## src/hdl/bertst_pkg.sv

```systemverilog
// shared constants, types and generator functions for the bit error-rate tester
package bertst_pkg;

  // ****************************************************
  // register map (word index, byte address is index * 4)
  // ****************************************************
  localparam int unsigned AXI_AW = 8;
  localparam logic [5:0] IDX_CTRL = 6'h00;
  localparam logic [5:0] IDX_CFG1 = 6'h02;
  localparam logic [5:0] IDX_CFG2 = 6'h03;
  localparam logic [5:0] IDX_SEED = 6'h04;
  localparam logic [5:0] IDX_STAT = 6'h05;
  localparam logic [5:0] IDX_PMBIT = 6'h06;
  localparam logic [5:0] IDX_PMERR = 6'h07;
  localparam logic [7:0] CTRL_RST = 8'h00;
  localparam logic [7:0] CFG_RST = 8'h00;
  localparam logic [31:0] SEED_RST = 32'h0000_0000;
  localparam logic [1:0] RESP_OKAY = 2'h0;
  localparam logic [1:0] RESP_SLVERR = 2'h2;

  // ****************************************************
  // field positions
  // ****************************************************
  localparam int B_UMODE = 7;
  localparam int B_LUPD = 6;
  localparam int B_RXLD = 5;
  localparam int B_RXINV = 4;
  localparam int B_MRS = 3;
  localparam int B_ARD = 2;
  localparam int B_TXLD = 1;
  localparam int B_TXINV = 0;
  localparam int B_QRSS = 6;
  localparam int B_PTYPE = 5;
  localparam int LEN_MSB = 4;
  localparam logic [7:0] CFG1_MASK = 8'h7F;
  localparam logic [7:0] CFG2_MASK = 8'h1F;
  localparam int B_DONE = 0;
  localparam int B_SYNC = 1;
  // packed generator setting {qrss, type, length, tap}
  localparam int CF_QRSS = 11;
  localparam int CF_PTYPE = 10;
  localparam int CF_LEN_MSB = 9;
  localparam int CF_LEN_LSB = 5;
  localparam int CF_TAP_MSB = 4;
  // pin synchroniser lanes
  localparam int PIN_TXC = 0;
  localparam int PIN_RXC = 1;
  localparam int PIN_RXD = 2;
  localparam int PIN_EXT = 3;

  // ****************************************************
  // pattern constants
  // ****************************************************
  localparam logic [4:0] QRSS_LEN_IDX = 5'h13;
  localparam logic [4:0] QRSS_TAP_IDX = 5'h10;
  localparam int QRSS_ZMSB = 19;
  localparam int QRSS_ZLSB = 6;
  localparam logic [2:0] ERR_LAST = 3'h5;
  localparam logic [5:0] WIN_LAST = 6'h3F;
  localparam logic [5:0] LOCK_LAST = 6'h27;

  typedef enum logic {RX_HUNT, RX_SYNC} bertst_rx_e;

  // feedback bit shifted into stage 1
  function automatic logic bertst_fb(input logic [31:0] sr, input logic [11:0] cfg);
    logic [4:0] n;
    logic [4:0] y;
    n = cfg[CF_QRSS] ? QRSS_LEN_IDX : cfg[CF_LEN_MSB:CF_LEN_LSB];
    y = cfg[CF_QRSS] ? QRSS_TAP_IDX : cfg[CF_TAP_MSB:0];
    return (cfg[CF_PTYPE] && !cfg[CF_QRSS]) ? sr[n] : (sr[n] ^ sr[y]);
  endfunction : bertst_fb

  // bit leaving stage n, forced high ahead of a long zero run in qrss mode
  function automatic logic bertst_out(input logic [31:0] sr, input logic [11:0] cfg);
    if (cfg[CF_QRSS]) begin
      return (sr[QRSS_ZMSB:QRSS_ZLSB] == '0) ? 1'b1 : sr[QRSS_LEN_IDX];
    end
    return sr[cfg[CF_LEN_MSB:CF_LEN_LSB]];
  endfunction : bertst_out

endpackage : bertst_pkg

```

## src/hdl/bertst_top.sv

```systemverilog
// bit error-rate tester: tx and rx pattern generators, sync hunter, counters, axi4-lite slave
`timescale 1ns/1ps
module bertst_top
  import bertst_pkg::*;
(
  input wire logic I_CLK,
  input wire logic I_RST_N,
  input wire logic I_CE,
  input wire logic [AXI_AW-1:0] I_AWADDR,
  input wire logic I_AWVALID,
  output logic O_AWREADY,
  input wire logic [31:0] I_WDATA,
  input wire logic [3:0] I_WSTRB,
  input wire logic I_WVALID,
  output logic O_WREADY,
  output logic [1:0] O_BRESP,
  output logic O_BVALID,
  input wire logic I_BREADY,
  input wire logic [AXI_AW-1:0] I_ARADDR,
  input wire logic I_ARVALID,
  output logic O_ARREADY,
  output logic [31:0] O_RDATA,
  output logic [1:0] O_RRESP,
  output logic O_RVALID,
  input wire logic I_RREADY,
  input wire logic I_TX_BIT_CLOCK,
  input wire logic I_RX_BIT_CLOCK,
  input wire logic I_RX_DATA,
  input wire logic I_EXTERNAL_UPDATE_STROBE,
  output logic O_TX_DATA,
  output logic O_RX_SYNC
);
  // ****************************************************
  // pin synchronisers
  // ****************************************************
  logic [3:0] pin_s1_q;
  logic [3:0] pin_s2_q;
  logic [3:0] pin_s3_q;
  wire [3:0] pin_raw = {I_EXTERNAL_UPDATE_STROBE, I_RX_DATA, I_RX_BIT_CLOCK, I_TX_BIT_CLOCK};
  wire [3:0] pin_rise = pin_s2_q & ~pin_s3_q;
  always_ff @(posedge I_CLK or negedge I_RST_N) begin
    if (!I_RST_N) begin
      pin_s1_q <= '0;
      pin_s2_q <= '0;
      pin_s3_q <= '0;
    end else if (I_CE) begin
      pin_s1_q <= pin_raw;
      pin_s2_q <= pin_s1_q;
      pin_s3_q <= pin_s2_q;
    end
  end

  // ****************************************************
  // axi4-lite slave
  // ****************************************************
  logic awrdy_q;
  logic arrdy_q;
  logic bvalid_q;
  logic rvalid_q;
  logic [1:0] bresp_q;
  logic [1:0] rresp_q;
  logic [31:0] rdata_q;
  logic [7:0] ctrl_q;
  logic [7:0] ctrl_prev_q;
  logic [7:0] cfg1_q;
  logic [7:0] cfg2_q;
  logic [31:0] seed_q;
  logic [31:0] pm_bit_q;
  logic [31:0] pm_err_q;
  logic done_q;
  // write address and data are taken together, one access at a time
  wire aw_take = I_AWVALID && I_WVALID && !awrdy_q && !bvalid_q;
  wire ar_take = I_ARVALID && !arrdy_q && !rvalid_q;
  wire wr_en = awrdy_q;
  wire rd_en = arrdy_q;
  wire [5:0] waddr = I_AWADDR[AXI_AW-1:2];
  wire [5:0] raddr = I_ARADDR[AXI_AW-1:2];
  wire wr_ctrl = wr_en && (waddr == IDX_CTRL) && I_WSTRB[0];
  wire wr_cfg1 = wr_en && (waddr == IDX_CFG1) && I_WSTRB[0];
  wire wr_cfg2 = wr_en && (waddr == IDX_CFG2) && I_WSTRB[0];
  wire wr_seed = wr_en && (waddr == IDX_SEED);
  wire w_hit = (waddr == IDX_CTRL) || (waddr == IDX_CFG1) || (waddr == IDX_CFG2) || (waddr == IDX_SEED);
  wire r_hit = (raddr <= IDX_PMERR) && (raddr != 6'h01);
  wire [31:0] rd_mux = (raddr == IDX_CTRL) ? {24'h0, ctrl_q} :
                       (raddr == IDX_CFG1) ? {24'h0, cfg1_q} :
                       (raddr == IDX_CFG2) ? {24'h0, cfg2_q} :
                       (raddr == IDX_SEED) ? seed_q :
                       (raddr == IDX_STAT) ? {30'h0, O_RX_SYNC, done_q} :
                       (raddr == IDX_PMBIT) ? pm_bit_q :
                       (raddr == IDX_PMERR) ? pm_err_q : 32'h0000_0000;
  always_ff @(posedge I_CLK or negedge I_RST_N) begin
    if (!I_RST_N) begin
      awrdy_q <= 1'b0;
      bvalid_q <= 1'b0;
      bresp_q <= RESP_OKAY;
    end else if (I_CE) begin
      awrdy_q <= aw_take;
      bvalid_q <= wr_en || (bvalid_q && !I_BREADY);
      if (wr_en) begin
        bresp_q <= w_hit ? RESP_OKAY : RESP_SLVERR;
      end
    end
  end
  always_ff @(posedge I_CLK or negedge I_RST_N) begin
    if (!I_RST_N) begin
      arrdy_q <= 1'b0;
      rvalid_q <= 1'b0;
      rresp_q <= RESP_OKAY;
      rdata_q <= '0;
    end else if (I_CE) begin
      arrdy_q <= ar_take;
      rvalid_q <= rd_en || (rvalid_q && !I_RREADY);
      if (rd_en) begin
        rresp_q <= r_hit ? RESP_OKAY : RESP_SLVERR;
        rdata_q <= rd_mux;
      end
    end
  end
  always_ff @(posedge I_CLK or negedge I_RST_N) begin
    if (!I_RST_N) begin
      ctrl_q <= CTRL_RST;
      ctrl_prev_q <= CTRL_RST;
      cfg1_q <= CFG_RST;
      cfg2_q <= CFG_RST;
    end else if (I_CE) begin
      ctrl_prev_q <= ctrl_q;
      if (wr_ctrl) ctrl_q <= I_WDATA[7:0];
      if (wr_cfg1) cfg1_q <= I_WDATA[7:0] & CFG1_MASK;
      if (wr_cfg2) cfg2_q <= I_WDATA[7:0] & CFG2_MASK;
    end
  end
  // seed takes each byte lane on its own strobe
  genvar gi;
  generate
    for (gi = 0; gi < 4; gi++) begin : g_seed
      always_ff @(posedge I_CLK or negedge I_RST_N) begin
        if (!I_RST_N) begin
          seed_q[gi*8 +: 8] <= SEED_RST[gi*8 +: 8];
        end else if (I_CE && wr_seed && I_WSTRB[gi]) begin
          seed_q[gi*8 +: 8] <= I_WDATA[gi*8 +: 8];
        end
      end
    end
  endgenerate
  assign O_AWREADY = awrdy_q;
  assign O_WREADY = awrdy_q;
  assign O_BVALID = bvalid_q;
  assign O_BRESP = bresp_q;
  assign O_ARREADY = arrdy_q;
  assign O_RVALID = rvalid_q;
  assign O_RRESP = rresp_q;
  assign O_RDATA = rdata_q;
  // ****************************************************
  // control edges and current generator setting
  // ****************************************************
  wire [7:0] ctrl_rise = ctrl_q & ~ctrl_prev_q;
  wire tx_load = ctrl_rise[B_TXLD];
  wire rx_load = ctrl_rise[B_RXLD];
  wire man_resync = ctrl_rise[B_MRS];
  wire [11:0] cfg_now = {cfg1_q[B_QRSS], cfg1_q[B_PTYPE], cfg1_q[LEN_MSB:0], cfg2_q[LEN_MSB:0]};
  wire tx_tick = pin_rise[PIN_TXC];
  wire rx_tick = pin_rise[PIN_RXC];
  // ****************************************************
  // transmit generator
  // ****************************************************
  logic [31:0] tx_sr_q;
  logic [11:0] tx_cfg_q;
  logic tx_data_q;
  wire tx_fb = bertst_fb(tx_sr_q, tx_cfg_q);
  wire tx_out = bertst_out(tx_sr_q, tx_cfg_q);
  always_ff @(posedge I_CLK or negedge I_RST_N) begin
    if (!I_RST_N) begin
      tx_sr_q <= SEED_RST;
      tx_cfg_q <= '0;
      tx_data_q <= 1'b0;
    end else if (I_CE) begin
      if (tx_load) begin
        tx_cfg_q <= cfg_now;
        tx_sr_q <= seed_q;
      end else if (tx_tick) begin
        tx_sr_q <= {tx_sr_q[30:0], tx_fb};
        tx_data_q <= tx_out ^ ctrl_q[B_TXINV];
      end
    end
  end
  assign O_TX_DATA = tx_data_q;
  // ****************************************************
  // receive generator and sync hunter
  // ****************************************************
  // history of received bits: its feedback is the next expected bit, so hunting shifts the input in
  bertst_rx_e rx_st_q;
  bertst_rx_e rx_st_d;
  logic [31:0] rx_sr_q;
  logic [11:0] rx_cfg_q;
  logic [5:0] lock_q;
  logic [5:0] win_q;
  logic [2:0] win_err_q;
  wire rx_din = pin_s2_q[PIN_RXD] ^ ctrl_q[B_RXINV];
  wire rx_exp = bertst_fb(rx_sr_q, rx_cfg_q);
  wire rx_mism = (rx_din != rx_exp) && !(rx_cfg_q[CF_QRSS] && rx_din && !rx_exp); // forced qrss ones not counted
  wire in_sync = (rx_st_q == RX_SYNC);
  wire force_hunt = rx_load || man_resync;
  wire lock_hit = !rx_mism && (lock_q == LOCK_LAST);
  wire auto_hit = rx_mism && (win_err_q == ERR_LAST) && !ctrl_q[B_ARD];
  wire win_wrap = (win_q == WIN_LAST);
  always_comb begin
    rx_st_d = rx_st_q;
    case (rx_st_q)
      RX_HUNT: begin
        if (!force_hunt && rx_tick && lock_hit) rx_st_d = RX_SYNC;
      end
      RX_SYNC: begin
        if (force_hunt || (rx_tick && auto_hit)) rx_st_d = RX_HUNT;
      end
      default: rx_st_d = RX_HUNT;
    endcase
  end
  always_ff @(posedge I_CLK or negedge I_RST_N) begin
    if (!I_RST_N) begin
      rx_st_q <= RX_HUNT;
      rx_sr_q <= SEED_RST;
      rx_cfg_q <= '0;
      lock_q <= '0;
      win_q <= '0;
      win_err_q <= '0;
    end else if (I_CE) begin
      rx_st_q <= rx_st_d;
      if (rx_load) begin
        rx_cfg_q <= cfg_now;
        rx_sr_q <= seed_q;
      end else if (rx_tick) begin
        rx_sr_q <= {rx_sr_q[30:0], in_sync ? rx_exp : rx_din};
      end
      if (force_hunt || (rx_tick && !in_sync)) begin
        win_q <= '0;
        win_err_q <= '0;
      end else if (rx_tick) begin
        win_q <= win_q + 6'h01;
        // saturate: with auto resync disabled the count must hold at five and not wrap
        win_err_q <= win_wrap ? 3'h0 : (win_err_q + {2'h0, rx_mism && (win_err_q != ERR_LAST)});
      end
      if (force_hunt || in_sync || (rx_tick && rx_mism)) begin
        lock_q <= '0;
      end else if (rx_tick) begin
        lock_q <= lock_q + 6'h01;
      end
    end
  end
  assign O_RX_SYNC = in_sync;
  // ****************************************************
  // performance counters and update
  // ****************************************************
  logic [31:0] bit_cnt_q;
  logic [31:0] err_cnt_q;
  wire loc_rise = ctrl_rise[B_LUPD];
  wire ext_rise = pin_rise[PIN_EXT];
  wire upd = ctrl_q[B_UMODE] ? ext_rise : loc_rise;
  wire trig_lvl = ctrl_q[B_UMODE] ? pin_s2_q[PIN_EXT] : ctrl_q[B_LUPD];
  wire err_inc = rx_tick && in_sync && rx_mism;
  always_ff @(posedge I_CLK or negedge I_RST_N) begin
    if (!I_RST_N) begin
      bit_cnt_q <= '0;
      err_cnt_q <= '0;
      pm_bit_q <= '0;
      pm_err_q <= '0;
      done_q <= 1'b0;
    end else if (I_CE) begin
      // a bit that arrives with the update starts the new count
      bit_cnt_q <= (upd ? 32'h0 : bit_cnt_q) + {31'h0, rx_tick};
      err_cnt_q <= (upd ? 32'h0 : err_cnt_q) + {31'h0, err_inc};
      if (upd) begin
        pm_bit_q <= bit_cnt_q;
        pm_err_q <= err_cnt_q;
      end
      done_q <= upd || (done_q && trig_lvl);
    end
  end
  // ****************************************************
  // checks
  // ****************************************************
  a_local_update: assert property (@(posedge I_CLK) disable iff (!I_RST_N)
    (I_CE && !ctrl_q[B_UMODE] && loc_rise) |=> (done_q && pm_err_q == $past(err_cnt_q)))
    else $error("local update did not latch counts");
  a_local_ignored: assert property (@(posedge I_CLK) disable iff (!I_RST_N)
    (I_CE && ctrl_q[B_UMODE] && loc_rise && !ext_rise) |=> $stable(pm_bit_q))
    else $error("local bit updated in external mode");
  a_ext_update: assert property (@(posedge I_CLK) disable iff (!I_RST_N)
    (I_CE && ctrl_q[B_UMODE] && ext_rise) |=> (done_q && pm_bit_q == $past(bit_cnt_q)))
    else $error("external strobe did not update");
  a_rx_load_hunt: assert property (@(posedge I_CLK) disable iff (!I_RST_N)
    (I_CE && rx_load) |=> (rx_st_q == RX_HUNT && rx_cfg_q == $past(cfg_now)))
    else $error("rx load did not force hunt");
  a_resync_hunt: assert property (@(posedge I_CLK) disable iff (!I_RST_N)
    (I_CE && man_resync) |=> !O_RX_SYNC)
    else $error("manual resync did not leave sync");
  a_auto_resync: assert property (@(posedge I_CLK) disable iff (!I_RST_N)
    (I_CE && in_sync && rx_tick && rx_mism && win_err_q == ERR_LAST && !ctrl_q[B_ARD]) |=> !O_RX_SYNC)
    else $error("sixth error did not resync");
  a_no_auto_exit: assert property (@(posedge I_CLK) disable iff (!I_RST_N)
    (I_CE && in_sync && ctrl_q[B_ARD] && !force_hunt) |=> O_RX_SYNC)
    else $error("sync lost with auto resync disabled");
  a_tx_load: assert property (@(posedge I_CLK) disable iff (!I_RST_N)
    (I_CE && tx_load) |=> (tx_sr_q == $past(seed_q) && tx_cfg_q == $past(cfg_now)))
    else $error("tx load did not take settings");
  a_tx_invert: assert property (@(posedge I_CLK) disable iff (!I_RST_N)
    (I_CE && tx_tick && !tx_load) |=> (O_TX_DATA == ($past(tx_out) ^ $past(ctrl_q[B_TXINV]))))
    else $error("tx bit or inversion wrong");
  a_qrss_force: assert property (@(posedge I_CLK) disable iff (!I_RST_N)
    (I_CE && tx_tick && !tx_load && tx_cfg_q[CF_QRSS] && tx_sr_q[QRSS_ZMSB:QRSS_ZLSB] == '0)
    |=> (O_TX_DATA == !$past(ctrl_q[B_TXINV])))
    else $error("qrss zero run not broken");
endmodule : bertst_top

```

## config.mk

```make
export PLATFORM = sky130hd
export DESIGN_NAME = bertst_top
export DESIGN_NICKNAME = d
export VERILOG_FILES = /design/src/hdl/bertst_pkg.sv /design/src/hdl/bertst_top.sv
export SDC_FILE = /design/constraint.sdc
export NUM_CORES = 1
export LEC_CHECK = 0
export BUFFER_PORTS_ARGS = -buffer_cell sky130_fd_sc_hd__buf_2
export CAP_MARGIN = 0
export CORE_MARGIN = 5
export CORE_UTILIZATION = 47
export DETAILED_ROUTE_END_ITERATION = 10
export GPL_TIMING_DRIVEN = 0
export MAX_ROUTING_LAYER = met4
export PLACE_DENSITY_LB_ADDON = 0.3
export SYNTH_ARGS = -nofsm -noshare
export SYNTH_HDL_FRONTEND = slang
export SYNTH_SLANG_ARGS = --single-unit
```

## constraint.sdc

```tcl
create_clock -name I_CLK -period 5.2 [get_ports I_CLK]
set_input_delay 0.78 -clock I_CLK [delete_from_list [all_inputs] [get_ports I_CLK]]
set_output_delay 0.78 -clock I_CLK [all_outputs]
set_load 0.1 [all_outputs]
```

==> results.json <==
{
  "status": "finished clean",
  "die_y_um": 200,
  "synth_flop_cell": "dfrtp_1",
  "path_cells": "buf_2 > or3b_1 > o211ai_1 > a32oi_1 > a2111oi_1 > a21oi_1 > nand3_4 > and3_1 > ha_1 > nand3_1 > or3_1 > or4_1 > nor3_4 > and4_1 > or3b_1 > xor2_1",
  "slowest_delay_ns": 0.52,
  "start_kind": "flip-flop",
  "max_slew_margin": 0.284,
  "r2r_cells": 16,
  "syn_area_um2": 16900,
  "p_leak_uw": 0.00887,
  "intPower_uw": 4890,
  "worstSetupPathType": "flip-flop to flip-flop",
  "wl_per_cell_um": 21.4,
  "boundaryPins": 107,
  "synth_area_per_cell_um2": 10.8,
  "finalInstanceArea_um2": 19400,
  "core_um2": 35500,
  "ir_drop_v": 0.000270,
  "antenna_left": 0,
  "cp_max_fo": 8,
  "worstMarginPinSlew_ns": 1.06,
  "routed_wl_um": 47200,
  "r2r-start": "rx_cfg_q[0]$_DFFE_PN0P_",
  "hold_class": "input port to asynchronous set/reset pin",
  "async_flop_share": 1.00,
  "std_cell_rows": 69,
  "syn_inst": 1567,
  "routed_via_density": 5.88,
  "p_sw_uw": 1840,
  "die_w_um": 200,
  "pwr-share-clk": 0.426,
  "ys_seq_area_frac": 0.503,
  "placed_cell_area_um2": 18000,
  "grt_overflow": 0,
  "root_buffer": "clkbuf_16",
  "cap_violations": 0,
  "ys_top_cells_by_count": "dfrtp_1, nand2_1, mux2_2",
  "gp_congestion": 0.924,
  "htree_num_levels": 2,
  "synth-seq-cells": 339,
  "r2r_setup_slack_ns": 0.23,
  "setup_viol": 0,
  "synth_edf_count": 0,
  "drv_slew": 0,
  "grt_pass1_vias": 12800,
  "min_period_ns": 4.97,
  "clk_latency_ns": 0.53,
  "end_kind": "flip-flop",
  "yosys_warnings": 0,
  "grt_max_degree": 122,
  "reg2reg_to": "err_cnt_q[31]$_DFFE_PN0P_",
  "yosysTopAreaCellShare": 0.503,
  "fin_crit_sh": 0.955,
  "final_nets": 1781,
  "p_comb_frac": 0.128,
  "timing.fmax_mhz": 201,
  "diodes": 0,
  "seq_power_share": 0.446,
  "post_cts_buffers": 0,
  "cp_common_cell": "or3b_1",
  "hold_violations": 0,
  "dr.pass1.iters": 5,
  "skew_ns": 0.0201,
  "powerDensity_nw_per_um2": 346,
  "start_util": 0.476,
  "p_sw_frac": 0.274,
  "grtUsageTotal": 0.244,
  "numCtsBuffers": 38,
  "final_layout_size_suffix_gt1_frac": 0.230,
  "worst-path-buf-inv": 1,
  "synth_cell_types": 72,
  "portBuffers": 99,
  "arrival_ns": 5.37,
  "startpoint": "rx_cfg_q[0]$_DFFE_PN0P_",
  "antenna_found_initial": 0,
  "grt_pass1_wl_um": 73600,
  "cts_tree": "built",
  "slowest_stage": "or4_1",
  "drt_iter0_drc": 954,
  "cts_sinks": 339,
  "hpwl_um": 34200,
  "clk_pin_slew_ns": 0.06,
  "drc": 0,
  "yosys-top-cells-area": "dfrtp_1, mux2_2, mux2i_1, nand2_1, o21ai_0",
  "hold_slack_ns": 0.278,
  "route.vias.total": 12900,
  "yosys.area.top_type": "dfrtp_1",
  "required_ns": 5.60,
  "syn_to_final_growth_pct": 15.2,
  "rsz0062_at_grt": "no",
  "yosysMostFrequentCell": "dfrtp_1",
  "die_area_um2": 39800,
  "critPathTopFamily": "simple AND/OR/NAND/NOR gates",
  "postCtsHoldBufs": 0,
  "clockBufferDepth": 3
}
==> area by class of cell <==
| class | count | area [um^2] |
|---|---|---|
| timing repair buffer | 101 | 561 |
| tap | 461 | 577 |
| buffer | 91 | 383 |
| multi-input combinational | 1115 | 7990 |
| clock buffer | 50 | 1120 |
| fill | 2994 | 16000 |
| sequential | 339 | 8480 |
| inverter | 23 | 86.3 |
| clock inverter | 19 | 238 |
==> power by group through the flow <==
| stage | combinational, uW | clock (uW) | sequential, uW |
|---|---|---|---|
| finish | 860 | 2870 | 3000 |
| global route | 947 | 3030 | 3020 |
| CTS | 856 | 2920 | 2990 |
| detailed placement | 852 | 0 | 3040 |
| global placement | 820 | 0 | 3030 |
| floorplan | 493 | 0 | 3090 |
==> per-layer routing <==
layer,part of all wire,track usage,up-vias
met5,0,-,-
met4,0.034,0.0828,0
met3,0.055,0.0379,89
met2,0.48,0.388,395
met1,0.43,0.324,6471
li1,-,-,5969
==> per-stage QoR <==
step | total power, uW | util | setup TNS, ns | worst slack (ns) | cells
after CTS | 6770 | 0.546 | 0 | 0.0612 | 2199
after global placement | 3850 | 0.506 | -1048.63 | -3.13 | 2128
after detailed placement | 3890 | 0.508 | -0.0361 | -0.0361 | 2130
after global routing | 6990 | 0.548 | 0 | 0.0289 | 2199
final | 6730 | 0.548 | 0 | 0.234 | 2199
after floorplan | 3580 | - | 0 | 1.04 | 1568
==> worst max-delay path by stage <==
stage / cells after the start / endpoint / slack [ns]
2_1_floorplan: 17 / err_cnt_q[31]$_DFFE_PN0P_ / 1.04
3_3_place_gp: 1 / pm_bit_q[16]$_DFFE_PN0P_ / -3.13
3_5_place_dp: 18 / err_cnt_q[26]$_DFFE_PN0P_ / -0.04
4_1_cts: 20 / err_cnt_q[26]$_DFFE_PN0P_ / 0.06
5_1_grt: 18 / err_cnt_q[26]$_DFFE_PN0P_ / 0.03
6_report: 16 / err_cnt_q[31]$_DFFE_PN0P_ / 0.23
==> repair_timing <==
item / in CTS / in global routing
resized for setup: 2 / 10
pin swaps: 0 / 1
hold endpoints to repair: 0 / 0
setup endpoints to repair: 1 / 6
gates cloned: 0 / 0
==> state kept, by name (all words and copies together), names as in the netlist, 32 cells and up <==
| register | count |
|---|---|
| O_RDATA | 32 |
| rx_sr_q | 32 |
| seed_q | 32 |
| bit_cnt_q | 32 |
| pm_err_q | 32 |
| tx_sr_q | 32 |
| pm_bit_q | 32 |
| err_cnt_q | 32 |
==> cells by family after synthesis <==
family / share of synthesized area
DFF: 0.503
AOI/OAI and AO/OA: 0.118
other: 0.000222
buffers and inverters: 0.0275
muxes: 0.203
and+or+nand+nor: 0.124
adders and majority gates: 0.00593
xor gates and xnor gates: 0.0187
==> layout by cell type (no fill, tap or decap), types with 7 or more instances in the layout <==
master,instances
nor2b_1,12
and3_1,22
buf_2,107
o22ai_1,7
clkbuf_1,69
clkbuf_16,41
buf_1,8
clkinvlp_4,7
nor3_1,19
xor2_1,14
a31oi_1,7
mux2i_1,101
ha_1,8
mux4_2,16
a22oi_1,33
a211oi_1,9
nor2_1,53
nand2b_1,10
o211ai_1,7
nand3_1,35
dfrtp_1,339
nand2_1,226
a21oi_1,31
a32oi_1,7
xnor2_1,22
o21ai_0,156
mux2_2,181
inv_1,22
clkinv_2,7
nand4_1,15
No activity file was read; power rests on OpenSTA's default activity.
